<file path="config.mk">
export PLATFORM = sky130hd
export DESIGN_NAME = fdc_fmt_dump
export DESIGN_NICKNAME = d
export VERILOG_FILES = /design/src/hdl/fdc_fmt_dump.v
export VERILOG_INCLUDE_DIRS = /design/src /design/src/hdl
export SDC_FILE = /design/constraint.sdc
export NUM_CORES = 1
export LEC_CHECK = 0
export ABC_AREA = 0
export BUFFER_PORTS_ARGS = -buffer_cell sky130_fd_sc_hd__buf_2
export CORE_MARGIN = 4
export CORE_UTILIZATION = 30
export DETAILED_ROUTE_END_ITERATION = 16
export PLACE_DENSITY = 0.47
export SYNTH_ARGS = -nofsm -noshare
export SYNTH_HDL_FRONTEND = slang
export SYNTH_SLANG_ARGS = --single-unit
export TNS_END_PERCENT = 20
</file>
<file path="constraint.sdc">
create_clock -name sys_clk_in -period 2.95 [get_ports sys_clk_in]
set_clock_uncertainty 0.1 [all_clocks]
set_input_delay 0.1475 -clock sys_clk_in [delete_from_list [all_inputs] [get_ports sys_clk_in]]
set_output_delay 0.1475 -clock sys_clk_in [all_outputs]
set_load 0.02 [all_outputs]
</file>
<file path="src/hdl/fdc_fmt_dump_defines.vh">
// constants for the track format and register dump command block
// assumes one 25 MHz clock and byte-wide host and encoder handshakes
`ifndef FDC_FMT_DUMP_DEFINES_VH
`define FDC_FMT_DUMP_DEFINES_VH

// opcodes
`define OPC_DUMP 8'h0e
`define OPC_FMT_MASK 8'hbf
`define OPC_FMT 8'h0d
`define OPC_MFM_BIT 6
`define FMT_PARAM_COUNT 3'd5

// result lengths
`define DUMP_RES_LEN 4'd10
`define FMT_RES_LEN 4'd7

// second format byte fields
`define HD_BIT 2
`define DS_MSB 1

// data field length for size code zero
`define DATA_LEN_BASE 16'h0080

// gap and sync lengths in bytes
`define GAP4A_MFM 16'd80
`define GAP4A_FM 16'd40
`define SYNC_MFM 16'd12
`define SYNC_FM 16'd6
`define GAP1_MFM 16'd50
`define GAP1_FM 16'd26
`define GAP2_MFM 16'd22
`define GAP2_FM 16'd11
`define GAP2_PERP 16'd41
`define MARK_LEN_MFM 16'd4
`define MARK_LEN_FM 16'd1
`define ID_LEN 16'd4
`define CRC_LEN 16'd2

// byte values written to the track
`define FILL_MFM 8'h4e
`define FILL_FM 8'hff
`define SYNC_BYTE 8'h00
`define PRE_IAM 8'hc2
`define PRE_AM 8'ha1
`define IAM_BYTE 8'hfc
`define IDAM_BYTE 8'hfe
`define DAM_BYTE 8'hfb

// crc-ccitt
`define CRC_INIT 16'hffff
`define CRC_POLY 16'h1021

`endif

</file>
<file path="src/hdl/fdc_fmt_dump.v">
// track format and register dump command processing of the floppy controller
// assumes host bytes and encoder handshake on sys_clk_in; index pin is asynchronous
// Notes on behaviour
// - dump takes opcode only, returns ten bytes
// - bytes 1-4 give per-drive track low byte
// - bytes 5-6 give specify timing and dma
// - byte 7 sectors-per-track after recent format
// - byte 7 end-of-track after later read/write
// - byte 8 bits 5-0 perpendicular config bits
// - byte 8 bit 7 reports lock flag
// - bytes 9-10 mirror command_a bytes three, four
// - format opcode pattern then five parameters
// - opcode bit 6 picks fm or mfm
// - second byte bit 2 selects side, inverted output
// - size code gives 128 shifted data bytes
// - third parameter sets sectors per track
// - fourth parameter sets gap 3 length
// - data field filled with pattern byte
// - formatting starts after first index pulse
// - second index ends format, raises interrupt
// - id transfer same for dma and pio
// - layout follows index field flag and gdc
// - only first three status bytes meaningful
// - format result is seven bytes
`timescale 1ns/1ps
`default_nettype none
`include "fdc_fmt_dump_defines.vh"

module fdc_fmt_dump (
  input wire sys_clk_in, // 25 MHz clock
  input wire resetn_in, // async reset, active low
  input wire cmd_valid_in, // host command byte present
  input wire [7:0] cmd_data_in, // host command byte
  output reg cmd_ready_out, // command byte accepted when high
  output reg res_valid_out, // result byte available
  output reg [7:0] res_data_out, // result byte
  input wire res_rd_in, // host takes result byte
  input wire id_valid_in, // host id byte present (dma or pio)
  input wire [7:0] id_data_in, // host id byte
  output reg id_ready_out, // id byte accepted when high
  input wire [11:0] present_track_value_d0_in, // drive 0 track
  input wire [11:0] present_track_value_d1_in, // drive 1 track
  input wire [11:0] present_track_value_d2_in, // drive 2 track
  input wire [11:0] present_track_value_d3_in, // drive 3 track
  input wire [3:0] step_rate_in, // stored step rate time
  input wire [3:0] delay_after_in, // stored delay after processing
  input wire [6:0] delay_before_in, // stored delay before processing
  input wire dma_select_in, // stored dma select
  input wire [7:0] end_of_track_sector_in, // last read/write end sector
  input wire rw_done_in, // pulse: read or write executed
  input wire [5:0] per_drive_config_bits_in, // perpendicular byte bits 5-0
  input wire lock_flag_in, // reset protection flag
  input wire implied_seek_enable_in, // command_a byte 3 bit 6
  input wire fifo_disable_in, // command_a byte 3 bit 5
  input wire poll_disable_in, // command_a byte 3 bit 4
  input wire [3:0] fifo_threshold_in, // command_a byte 3 bits 3-0
  input wire [7:0] precomp_start_track_in, // command_a byte 4
  input wire index_addr_field_flag_in, // 1: no index address field
  input wire index_pin_in, // index pulse from drive
  output reg [7:0] wr_data_out, // track byte to encoder
  output reg wr_valid_out, // track byte present
  output reg wr_mark_out, // byte carries missing-clock mark
  input wire wr_ready_in, // encoder takes byte
  output reg write_gate_out, // writing track
  output reg mfm_out, // 1 mfm, 0 fm
  output reg head_side_output_n, // active low side 1 select
  output reg [1:0] logical_drive_select_out, // selected drive
  output reg fmt_irq_out // pulse at format end
);

  localparam ST_IDLE = 3'd0;
  localparam ST_PARAM = 3'd1;
  localparam ST_WAIT_IDX = 3'd2;
  localparam ST_TRACK = 3'd3;
  localparam ST_RES_LOAD = 3'd4;
  localparam ST_RESULT = 3'd5;

  localparam S_GAP4A = 4'd0;
  localparam S_SYNC_I = 4'd1;
  localparam S_IAM = 4'd2;
  localparam S_GAP1 = 4'd3;
  localparam S_SYNC_ID = 4'd4;
  localparam S_IDAM = 4'd5;
  localparam S_ID = 4'd6;
  localparam S_IDCRC = 4'd7;
  localparam S_GAP2 = 4'd8;
  localparam S_SYNC_D = 4'd9;
  localparam S_DAM = 4'd10;
  localparam S_DATA = 4'd11;
  localparam S_DCRC = 4'd12;
  localparam S_GAP3 = 4'd13;
  localparam S_GAP4B = 4'd14;

  reg [2:0] state;
  reg [2:0] param_cnt;
  reg [7:0] opcode;
  reg [7:0] drive_byte;
  reg [7:0] size_code;
  reg [7:0] sectors_per_track;
  reg [7:0] gap3_len;
  reg [7:0] fill_pattern;
  reg last_was_format;
  reg [7:0] res_mem [0:9];
  reg [3:0] res_ptr;
  reg [3:0] res_len;
  reg [3:0] seg;
  reg [15:0] cnt;
  reg [7:0] sec_left;
  reg [15:0] crc;
  reg [7:0] id_buf;
  reg id_have;
  reg idx_meta;
  reg idx_sync;
  reg idx_prev;
  wire idx_edge;
  wire is_mfm;
  wire perp;
  wire free;
  reg [3:0] next_seg;
  reg [7:0] next_byte;
  reg next_mark;
  reg [15:0] next_crc;

  assign idx_edge = idx_sync & ~idx_prev;
  assign is_mfm = opcode[`OPC_MFM_BIT];
  assign perp = |per_drive_config_bits_in[1:0];
  assign free = ~wr_valid_out | wr_ready_in;

  function [15:0] crc_byte;
    input [15:0] c;
    input [7:0] d;
    integer i;
    reg [15:0] r;
    begin
      r = c ^ {d, 8'h00};
      for (i = 0; i < 8; i = i + 1) begin
        r = r[15] ? ((r << 1) ^ `CRC_POLY) : (r << 1);
      end
      crc_byte = r;
    end
  endfunction

  // data length from size code; gap 3; gap2 by gdc
  function [15:0] seg_len;
    input [3:0] s;
    input mfm;
    input perpendicular;
    input [7:0] g3;
    input [2:0] sz;
    begin
      case (s)
        S_GAP4A: seg_len = mfm ? `GAP4A_MFM : `GAP4A_FM;
        S_SYNC_I, S_SYNC_ID, S_SYNC_D: seg_len = mfm ? `SYNC_MFM : `SYNC_FM;
        S_IAM, S_IDAM, S_DAM: seg_len = mfm ? `MARK_LEN_MFM : `MARK_LEN_FM;
        S_GAP1: seg_len = mfm ? `GAP1_MFM : `GAP1_FM;
        S_ID: seg_len = `ID_LEN;
        S_IDCRC, S_DCRC: seg_len = `CRC_LEN;
        S_GAP2: seg_len = perpendicular ? `GAP2_PERP : (mfm ? `GAP2_MFM : `GAP2_FM);
        S_DATA: seg_len = `DATA_LEN_BASE << sz;
        S_GAP3: seg_len = {8'h00, g3};
        default: seg_len = 16'h0001;
      endcase
    end
  endfunction

  // next segment and byte of the track
  always @* begin
    next_seg = seg + 4'd1;
    next_byte = is_mfm ? `FILL_MFM : `FILL_FM;
    next_mark = 1'b0;
    next_crc = crc;
    case (seg)
      // iso layout drops index sync and mark
      S_GAP4A: next_seg = index_addr_field_flag_in ? S_GAP1 : S_SYNC_I;
      S_GAP1: next_seg = (sectors_per_track == 8'h00) ? S_GAP4B : S_SYNC_ID;
      S_GAP3: next_seg = (sec_left > 8'd1) ? S_SYNC_ID : S_GAP4B;
      S_GAP4B: next_seg = S_GAP4B;
      default: next_seg = seg + 4'd1;
    endcase
    case (seg)
      S_SYNC_I, S_SYNC_ID, S_SYNC_D: next_byte = `SYNC_BYTE;
      S_IAM, S_IDAM, S_DAM: begin
        if (is_mfm && cnt > 16'd1) begin
          next_byte = (seg == S_IAM) ? `PRE_IAM : `PRE_AM;
          next_mark = 1'b1;
        end else begin
          next_byte = (seg == S_IAM) ? `IAM_BYTE : ((seg == S_IDAM) ? `IDAM_BYTE : `DAM_BYTE);
          next_mark = ~is_mfm;
        end
      end
      S_ID: next_byte = id_buf;
      S_DATA: next_byte = fill_pattern;
      S_IDCRC, S_DCRC: next_byte = (cnt == 16'd2) ? crc[15:8] : crc[7:0];
      default: next_byte = is_mfm ? `FILL_MFM : `FILL_FM;
    endcase
    if ((seg == S_IDAM || seg == S_DAM) && cnt == seg_len(seg, is_mfm, perp, gap3_len, size_code[2:0]))
      next_crc = crc_byte(`CRC_INIT, next_byte);
    else if (seg == S_IDAM || seg == S_DAM || seg == S_ID || seg == S_DATA)
      next_crc = crc_byte(crc, next_byte);
  end

  // index pin passes two flops before the edge detector
  always @(posedge sys_clk_in or negedge resetn_in) begin
    if (!resetn_in) begin
      idx_meta <= 1'b0;
      idx_sync <= 1'b0;
      idx_prev <= 1'b0;
    end else begin
      idx_meta <= index_pin_in;
      idx_sync <= idx_meta;
      idx_prev <= idx_sync;
    end
  end

  // format marks byte seven as sector count; set wins over rw clear
  always @(posedge sys_clk_in or negedge resetn_in) begin
    if (!resetn_in)
      last_was_format <= 1'b0;
    else if (state == ST_PARAM && cmd_valid_in && cmd_ready_out && param_cnt == 3'd1)
      last_was_format <= 1'b1;
    // later read or write selects end-of-track
    else if (rw_done_in)
      last_was_format <= 1'b0;
  end

  always @(posedge sys_clk_in or negedge resetn_in) begin
    if (!resetn_in) begin
      state <= ST_IDLE;
      param_cnt <= 3'd0;
      opcode <= 8'h00;
      drive_byte <= 8'h00;
      size_code <= 8'h00;
      sectors_per_track <= 8'h00;
      gap3_len <= 8'h00;
      fill_pattern <= 8'h00;
      res_ptr <= 4'd0;
      res_len <= 4'd0;
      seg <= S_GAP4A;
      cnt <= 16'h0000;
      sec_left <= 8'h00;
      crc <= `CRC_INIT;
      id_buf <= 8'h00;
      id_have <= 1'b0;
      cmd_ready_out <= 1'b0;
      res_valid_out <= 1'b0;
      res_data_out <= 8'h00;
      id_ready_out <= 1'b0;
      wr_data_out <= 8'h00;
      wr_valid_out <= 1'b0;
      wr_mark_out <= 1'b0;
      write_gate_out <= 1'b0;
      mfm_out <= 1'b0;
      head_side_output_n <= 1'b1;
      logical_drive_select_out <= 2'b00;
      fmt_irq_out <= 1'b0;
    end else begin
      fmt_irq_out <= 1'b0;
      case (state)
        ST_IDLE: begin
          cmd_ready_out <= 1'b1;
          if (cmd_valid_in && cmd_ready_out) begin
            opcode <= cmd_data_in;
            if (cmd_data_in == `OPC_DUMP) begin
              cmd_ready_out <= 1'b0;
              // low byte of each drive track
              res_mem[0] <= present_track_value_d0_in[7:0];
              res_mem[1] <= present_track_value_d1_in[7:0];
              res_mem[2] <= present_track_value_d2_in[7:0];
              res_mem[3] <= present_track_value_d3_in[7:0];
              res_mem[4] <= {step_rate_in, delay_after_in};
              res_mem[5] <= {delay_before_in, dma_select_in};
              res_mem[6] <= last_was_format ? sectors_per_track : end_of_track_sector_in;
              res_mem[7] <= {lock_flag_in, 1'b0, per_drive_config_bits_in};
              res_mem[8] <= {1'b0, implied_seek_enable_in, fifo_disable_in, poll_disable_in, fifo_threshold_in};
              res_mem[9] <= precomp_start_track_in;
              res_len <= `DUMP_RES_LEN;
              state <= ST_RES_LOAD;
            // format opcode with density bit masked
            end else if ((cmd_data_in & `OPC_FMT_MASK) == `OPC_FMT) begin
              param_cnt <= `FMT_PARAM_COUNT;
              state <= ST_PARAM;
            end
          end
        end
        ST_PARAM: begin
          if (cmd_valid_in && cmd_ready_out) begin
            param_cnt <= param_cnt - 3'd1;
            case (param_cnt)
              3'd5: drive_byte <= cmd_data_in;
              3'd4: size_code <= cmd_data_in;
              3'd3: sectors_per_track <= cmd_data_in;
              3'd2: gap3_len <= cmd_data_in;
              default: fill_pattern <= cmd_data_in;
            endcase
            if (param_cnt == 3'd1) begin
              cmd_ready_out <= 1'b0;
              mfm_out <= opcode[`OPC_MFM_BIT];
              logical_drive_select_out <= drive_byte[`DS_MSB:0];
              // side bit drives the low-active output inverted
              head_side_output_n <= ~drive_byte[`HD_BIT];
              state <= ST_WAIT_IDX;
            end
          end
        end
        ST_WAIT_IDX: begin
          // nothing is written before an index pulse
          if (idx_edge) begin
            write_gate_out <= 1'b1;
            seg <= S_GAP4A;
            cnt <= seg_len(S_GAP4A, is_mfm, perp, gap3_len, size_code[2:0]);
            sec_left <= sectors_per_track;
            state <= ST_TRACK;
          end
        end
        ST_TRACK: begin
          // one id byte taken per handshake, any transfer mode
          if (id_valid_in && id_ready_out) begin
            id_buf <= id_data_in;
            id_have <= 1'b1;
            id_ready_out <= 1'b0;
          end
          if (idx_edge) begin
            // second index ends the track, interrupt pulse
            wr_valid_out <= 1'b0;
            wr_mark_out <= 1'b0;
            write_gate_out <= 1'b0;
            id_ready_out <= 1'b0;
            id_have <= 1'b0;
            fmt_irq_out <= 1'b1;
            res_mem[0] <= {5'b00000, drive_byte[`HD_BIT], drive_byte[`DS_MSB:0]};
            res_mem[1] <= 8'h00;
            res_mem[2] <= 8'h00;
            res_mem[3] <= 8'h00;
            res_mem[4] <= 8'h00;
            res_mem[5] <= 8'h00;
            res_mem[6] <= 8'h00;
            res_len <= `FMT_RES_LEN;
            state <= ST_RES_LOAD;
          end else if (free) begin
            // an id byte not yet supplied stalls the track
            if (seg == S_ID && !id_have) begin
              wr_valid_out <= 1'b0;
            end else begin
              wr_data_out <= next_byte;
              wr_mark_out <= next_mark;
              wr_valid_out <= 1'b1;
              crc <= next_crc;
              if (seg == S_ID)
                id_have <= 1'b0;
              if (seg == S_ID && cnt > 16'd1)
                id_ready_out <= 1'b1;
              if (cnt == 16'd1) begin
                seg <= next_seg;
                cnt <= seg_len(next_seg, is_mfm, perp, gap3_len, size_code[2:0]);
                if (next_seg == S_ID)
                  id_ready_out <= 1'b1;
                if (seg == S_GAP3)
                  sec_left <= sec_left - 8'd1;
              end else if (seg != S_GAP4B) begin
                cnt <= cnt - 16'd1;
              end
            end
          end
        end
        ST_RES_LOAD: begin
          res_ptr <= 4'd0;
          res_data_out <= res_mem[0];
          res_valid_out <= 1'b1;
          state <= ST_RESULT;
        end
        ST_RESULT: begin
          if (res_rd_in && res_valid_out) begin
            if (res_ptr == res_len - 4'd1) begin
              res_valid_out <= 1'b0;
              state <= ST_IDLE;
            end else begin
              res_ptr <= res_ptr + 4'd1;
              res_data_out <= res_mem[res_ptr + 4'd1];
            end
          end
        end
        default: state <= ST_IDLE;
      endcase
    end
  end

endmodule // fdc_fmt_dump
`default_nettype wire

</file>
==> After elaboration in Yosys (flattened, before gate mapping) <==
Memories as Yosys holds them, arrays and structs flattened.
Index checks and enable logic that the tools add are counted.
{ "totals": {"reg_bits": 135, "mem_bits_rw": 80, "in_bits": 119, "out_inout_bits": 27, "n_memories": 1} }
{ "classes": {"add_sub_neg": 6, "order_cmp": 2, "eq_ne": 63, "shift": 1, "mux": 130, "bitwise": 34, "reduce_logical": 57} }
{ "memory_table": {"columns": ["name", "depth", "width", "read_ports", "rd_clocked_by_memory_dff", "wr", "line", "source"], "rows": [
  ["res_mem", 10, 8, 2, 0, 10, "fdc_fmt_dump.v:103", "reg [7:0] res_mem [0:9];"]
]} }
{ "op_table": {"columns": ["cell", "n"], "rows": [
  ["16-bit case mux with 9 select lines", 2],
  ["13-bit two-way mux", 16],
  ["8-bit two-way mux", 18],
  ["16-bit two-way mux", 8],
  ["4-bit equality test (second input constant)", 13],
  ["4-bit two-way mux", 13],
  ["3-bit two-way mux", 16],
  ["3-bit NOT", 16],
  ["8-bit case mux with 5 select lines", 1],
  ["1-bit two-way mux", 37],
  ["3-bit AND reduction", 11],
  ["4-bit by 3-bit equality test with 1-bit output (second input constant)", 8],
  ["16-bit case mux with 2 select lines", 1],
  ["8-bit case mux with 2 select lines", 2],
  ["2-bit != test (second input constant)", 15],
  ["4-bit case mux with 2 select lines", 3],
  ["7-bit two-way mux", 3],
  ["3-bit case mux with 6 select lines", 1],
  ["16-bit by 1-bit equality test with 1-bit output (second input constant)", 1],
  ["16-bit equality test", 1],
  ["16-bit by 2-bit equality test with 1-bit output (second input constant)", 1],
  ["4-bit by 2-bit equality test with 1-bit output (second input constant)", 4],
  ["16-bit by 1-bit > comparator with 1-bit output (second input constant)", 1],
  ["16-bit NOT", 1],
  ["43 further kinds", 100]
]} }

==> Longest topological paths before layout <==
{ "depth": {"word_depth": 24, "mapped_depth": 14, "mapped_depth_nobuf": 13} }

==> Worst setup path after synthesis <==
Ideal clock, no wire load.
{ "synth_timing": {"kind": "flip-flop to flip-flop", "start": "register cnt[4]", "end": "register crc[7]", "setup_time_ns": 0.082, "arrival_ns": 2.871, "required_ns": 2.768, "path_slack_ns": -0.103, "stages_incl_launch_ff": 13, "n_path_buf": 1, "cell_sequence": "dfrtp_1 buf_6 or4_4 nor4_4 a21oi_2 ha_1 a21oi_1 nor3_1 o21ai_1 xor2_4 xor2_1 xnor2_1 mux2_2"} }
{ "synth_via": {"elab_chain_len": 15} }
{ "synth_rtl": {"columns": ["item", "line", "source"], "rows": [
  ["start: declaration", "fdc_fmt_dump.v:107", "reg [15:0] cnt;"],
  ["start signal: assignment", "fdc_fmt_dump.v:310", "cnt <= seg_len(S_GAP4A, is_mfm, perp, gap3_len, size_code[2:0]);"],
  ["start signal: assignment", "fdc_fmt_dump.v:354", "cnt <= seg_len(next_seg, is_mfm, perp, gap3_len, size_code[2:0]);"],
  ["start signal: assignment", "fdc_fmt_dump.v:360", "cnt <= cnt - 16'd1;"],
  ["branches (longest 15 deep; another with 16-bit by 1-bit > comparator with 1-bit output)", null, null],
  ["end signal: assignment", "fdc_fmt_dump.v:241", "crc <= `CRC_INIT;"],
  ["end signal: assignment", "fdc_fmt_dump.v:347", "crc <= next_crc;"],
  ["end: declaration", "fdc_fmt_dump.v:109", "reg [15:0] crc;"]
]} }
Parallel ways; which one is timed is not known. The select of a mux whose other input is x is not followed.
A chain may end at the register's enable or synchronous reset.

==> Worst setup path after layout <==
{ "layout_timing": {"start": "register cnt[5]", "end": "register crc[1]"} }
{ "layout_via": {"elab_chain_len": 13} }
{ "layout_rtl": {"columns": ["item", "line", "source"], "rows": [
  ["16-bit by 1-bit > comparator with 1-bit output", "fdc_fmt_dump.v:183", "if (is_mfm && cnt > 16'd1) begin"],
  ["1-bit logical AND", "fdc_fmt_dump.v:183", null],
  ["7-bit two-way mux", "fdc_fmt_dump.v:183", null],
  ["8-bit case mux with 5 select lines", "fdc_fmt_dump.v:180", "case (seg)"],
  ["16-bit XOR", "fdc_fmt_dump.v:135", "r = c ^ {d, 8'h00};"],
  ["13-bit two-way mux (2 in a row)", "fdc_fmt_dump.v:137", "r = r[15] ? ((r << 1) ^ `CRC_POLY) : (r << 1);"],
  ["3-bit NOT (no line)", null, null],
  ["13-bit two-way mux (3 in a row)", "fdc_fmt_dump.v:137", null],
  ["16-bit two-way mux", "fdc_fmt_dump.v:198", "else if (seg == S_IDAM || seg == S_DAM || seg == S_ID || seg == S_DATA)"],
  ["16-bit two-way mux", "fdc_fmt_dump.v:196", "if ((seg == S_IDAM || seg == S_DAM) && cnt == seg_len(seg, is_mfm, perp, gap3_len, size_code[2:0]))"]
]} }
Several ways; a longest one is shown, not always the timed one. The select of a mux whose other input is x is not followed.

==> metrics.yaml <==
detailed_routing:
  postRouteAntennaNets: 0
  drt_iter0_drc: 731
  drt_wl_total_um: 40000
  drtPass1Iterations: 10
  vias: 10700
  drc: 0
  wl_per_cell_um: 19.0
  via_per_inst: 5.09
cells_and_area:
  nets: 1712
  drive_gt1_frac: 0.317
  area_growth_pct: 38.5
  antennaDiodeCount: 0
  postLayoutCoreUtil: 0.425
  stdcell_area_mm2: 0.0161
  nFillCells: 3741
place:
  placed_area_mm2: 0.0138
  pre_cts_slack_ns: -0.178
  numPortBuffers: 129
  dpl.hpwl_um: 29100
  place_congestion: 0.878
worst_setup_path:
  regToRegStartpoint: "cnt[5]"
  rr_worst_depth: 10
  worstPathMaxFanout: 4
  cp.arrival_ns: 3.40
  cp-start-kind: "flop"
  crit_required_ns: 3.32
  rr_endpoint: "crc[1]"
  worstSetupPathType: "flop to flop"
  r2r_slack_ns: -0.08
  worst_setup_path_end_kind: "flop"
min_path:
  hold_path_class: "input port to asynchronous set/reset pin"
floorplan:
  initial_utilization: 0.307
  dieHeight_um: 205
  die-width_um: 205
  ios: 146
  rows: 71
  core_area_mm2: 0.0379
  dieArea_mm2: 0.0420
outcome:
  violations: "setup timing"
  status: "finished, violations left"
synthesis:
  synth_edf_count: 25
  synth_cell_type_count: 94
  syn_avg_cell_area_um2: 9.41
  syn_inst: 1238
  ys_warn_count: 0
  synth-main-ff-cell: "dfrtp_1"
  synthesis.area_mm2: 0.0116
  async_flop_share: 0.621
  ys_seq_area_frac: 0.433
  synth_top_cell_by_area: "dfrtp_1"
  ys_ff_latch: 206
  yosysTopAreaCellShare: 0.239
  synth_nets: 1376
  synth_area_leaders: "dfrtp_1 24%, dfxtp_1 9.1%, edfxtp_1 6.4%, nand2_1 5.9%, mux2_2 5.9%"
timing:
  worst_pin_slew_ns: 0.846
  period_needed_ns: 3.03
  finalCritPeriodShare: 1.03
  layout_setup_ws_ns: -0.0805
  max_slew_margin: 0.436
  rsz0062_at_grt: "true"
  setup_viol_count_final: 3
  hold_viol: 0
  drv_slew: 0
  clock.fmax_mhz: 330
  finalSetupTns_ns: -0.145
power_and_ir_drop:
  total_power_mw: 13.1
  ir_worst_vdd_v: 0.000400
  leakage_nw: 6.71
  power_density_mw_per_mm2: 810
global_routing:
  gr-max-usage-layer: "met2"
  grt_max_degree: 64
  first_global_vias: 10700
  antenna_found_initial: 0
  grt_usage: 0.185
  grt.overflow.total: 0
  use_met2: 0.303
  grt_pass1_wl_um: 61900
  grt_util_met3: 0.0288
  grt_util_met1: 0.255
cts:
  clock_sinks: 206
  cts_max_level: 1
  cts_inserted_buffers: 25
  clk_latency_ns: 0.55
  cts_tree: "done"
  cts-root-buf: "clkbuf_16"
  clkSlewWorstSetupHoldPaths_ns: 0.06
  clk_path_buf_depth: 3
job:
  maxCapViolCount: 0
sequential cells by signal, summed over array words and instances (netlist names), 4 cells and up:
signal             flops
cnt                   16
crc                   16
fill_pattern           8
gap3_len               8
id_buf                 8
res_data_out           8
res_mem               78
res_ptr                4
sec_left               8
sectors_per_track      8
seg                    4
wr_data_out            8
per-stage QoR:
step | std cells | hold WS (ns)
2_1_floorplan | 1238 | -0.248
3_3_place_gp | 1936 | -0.0564
3_5_place_dp | 1936 | -0.0547
4_1_cts | 2091 | 0.0487
5_1_grt | 2104 | 0.0748
6_report | 2104 | 0.0684
power breakdown:
group / internal [mW] / switching (mW) / total, mW
logic: 2.76 / 3.14 / 5.90
clock network: 1.87 / 1.26 / 3.13
registers: 3.45 / 0.574 / 4.03
final cells by class:
class / count / area (um2) / share of cell area
clock buffer: 37 / 722 / 0.0448
clock inverter: 9 / 109 / 0.00675
inverter: 22 / 82.6 / 0.00512
multi-input combinational: 923 / 6480 / 0.402
sequential: 206 / 5040 / 0.312
tap: 511 / 639 / 0.0396
timing repair buffer: 396 / 3060 / 0.190
layer usage:
metal / up-vias / share of wire
met5: - / 0
met4: 0 / 0.030
met1: 5156 / 0.46
met2: 309 / 0.46
met3: 62 / 0.054
li1: 5177 / -
how the worst max path moves through the flow:
stage	from	to	slack, ns
6_report	cnt[5]	crc[1]	-0.08
5_1_grt	cnt[7]	crc[1]	-0.18
4_1_cts	seg[0]	cnt[11]	-0.06
3_5_place_dp	seg[0]	crc[14]	-0.18
3_3_place_gp	seg[0]	crc[14]	-0.19
2_1_floorplan	cnt[4]	crc[1]	-0.05
what timing repair did:
| item | CTS | global route |
|---|---|---|
| resized for setup | 25 | 50 |
| setup endpoints to repair | 31 | 39 |
| hold buffers | 102 | 0 |
| gates cloned | 0 | 0 |
| hold endpoints to repair | 189 | 0 |
| pin swaps | 14 | 16 |
| buffers inserted | 8 | 14 |
critical path, cell delays in order (launching register included):
cell and delay, ns:
dfrtp_1 0.38, or4_4 0.56, nor4_4 0.34, a21oi_2 0.15, ha_1 0.31, a21oi_2 0.12
o211ai_1 0.13, a21o_1 0.22, and2_4 0.15, or3_1 0.33, a31oi_1 0.15
kinds of logic after synthesis:
logic type      synth area share
buf+inv                   0.0399
mux                        0.103
xor+xnor                  0.0427
compound gates             0.179
flops                      0.433
fa+ha+maj                 0.0204
simple gates               0.183
placed cells by master, fill, tap and decap left out, types with 18 or more instances in the layout:
cell           count
nand2_1          182
buf_4            150
buf_2            128
dfrtp_1          110
a21oi_1          106
dlygate4sd3_1    101
nor2_1            91
mux2_2            61
o21ai_0           60
dfxtp_1           53
nand3_1           31
clkbuf_16         26
xnor2_1           25
edfxtp_1          25
inv_1             21
a211oi_1          18
cells in the mapped netlist, types with 7 or more instances:
library cell and n:
a211oi_1 18, mux2_2 61, nand4_1 10, o31ai_1 7, a221oi_1 8, and2_1 9, buf_2 8, ha_1 19
a31oi_1 17, nand3_1 32, mux2i_1 17, nor3_1 16, o211ai_1 8, a222oi_1 7, nand2b_1 12, inv_1 22
xor2_1 17, o21ai_0 64, dfxtp_1 53, and3_1 12, edfxtp_1 25, clkbuf_1 69, nor2b_1 10, nand2_1 184
nor3b_1 8, xnor2_1 26, dfstp_2 17, a22oi_1 9, nor4_1 9, mux4_2 15, a21oi_1 111, or2_2 7
dfrtp_1 111, nor2_1 93
No activity file was read; power rests on OpenSTA's default activity.
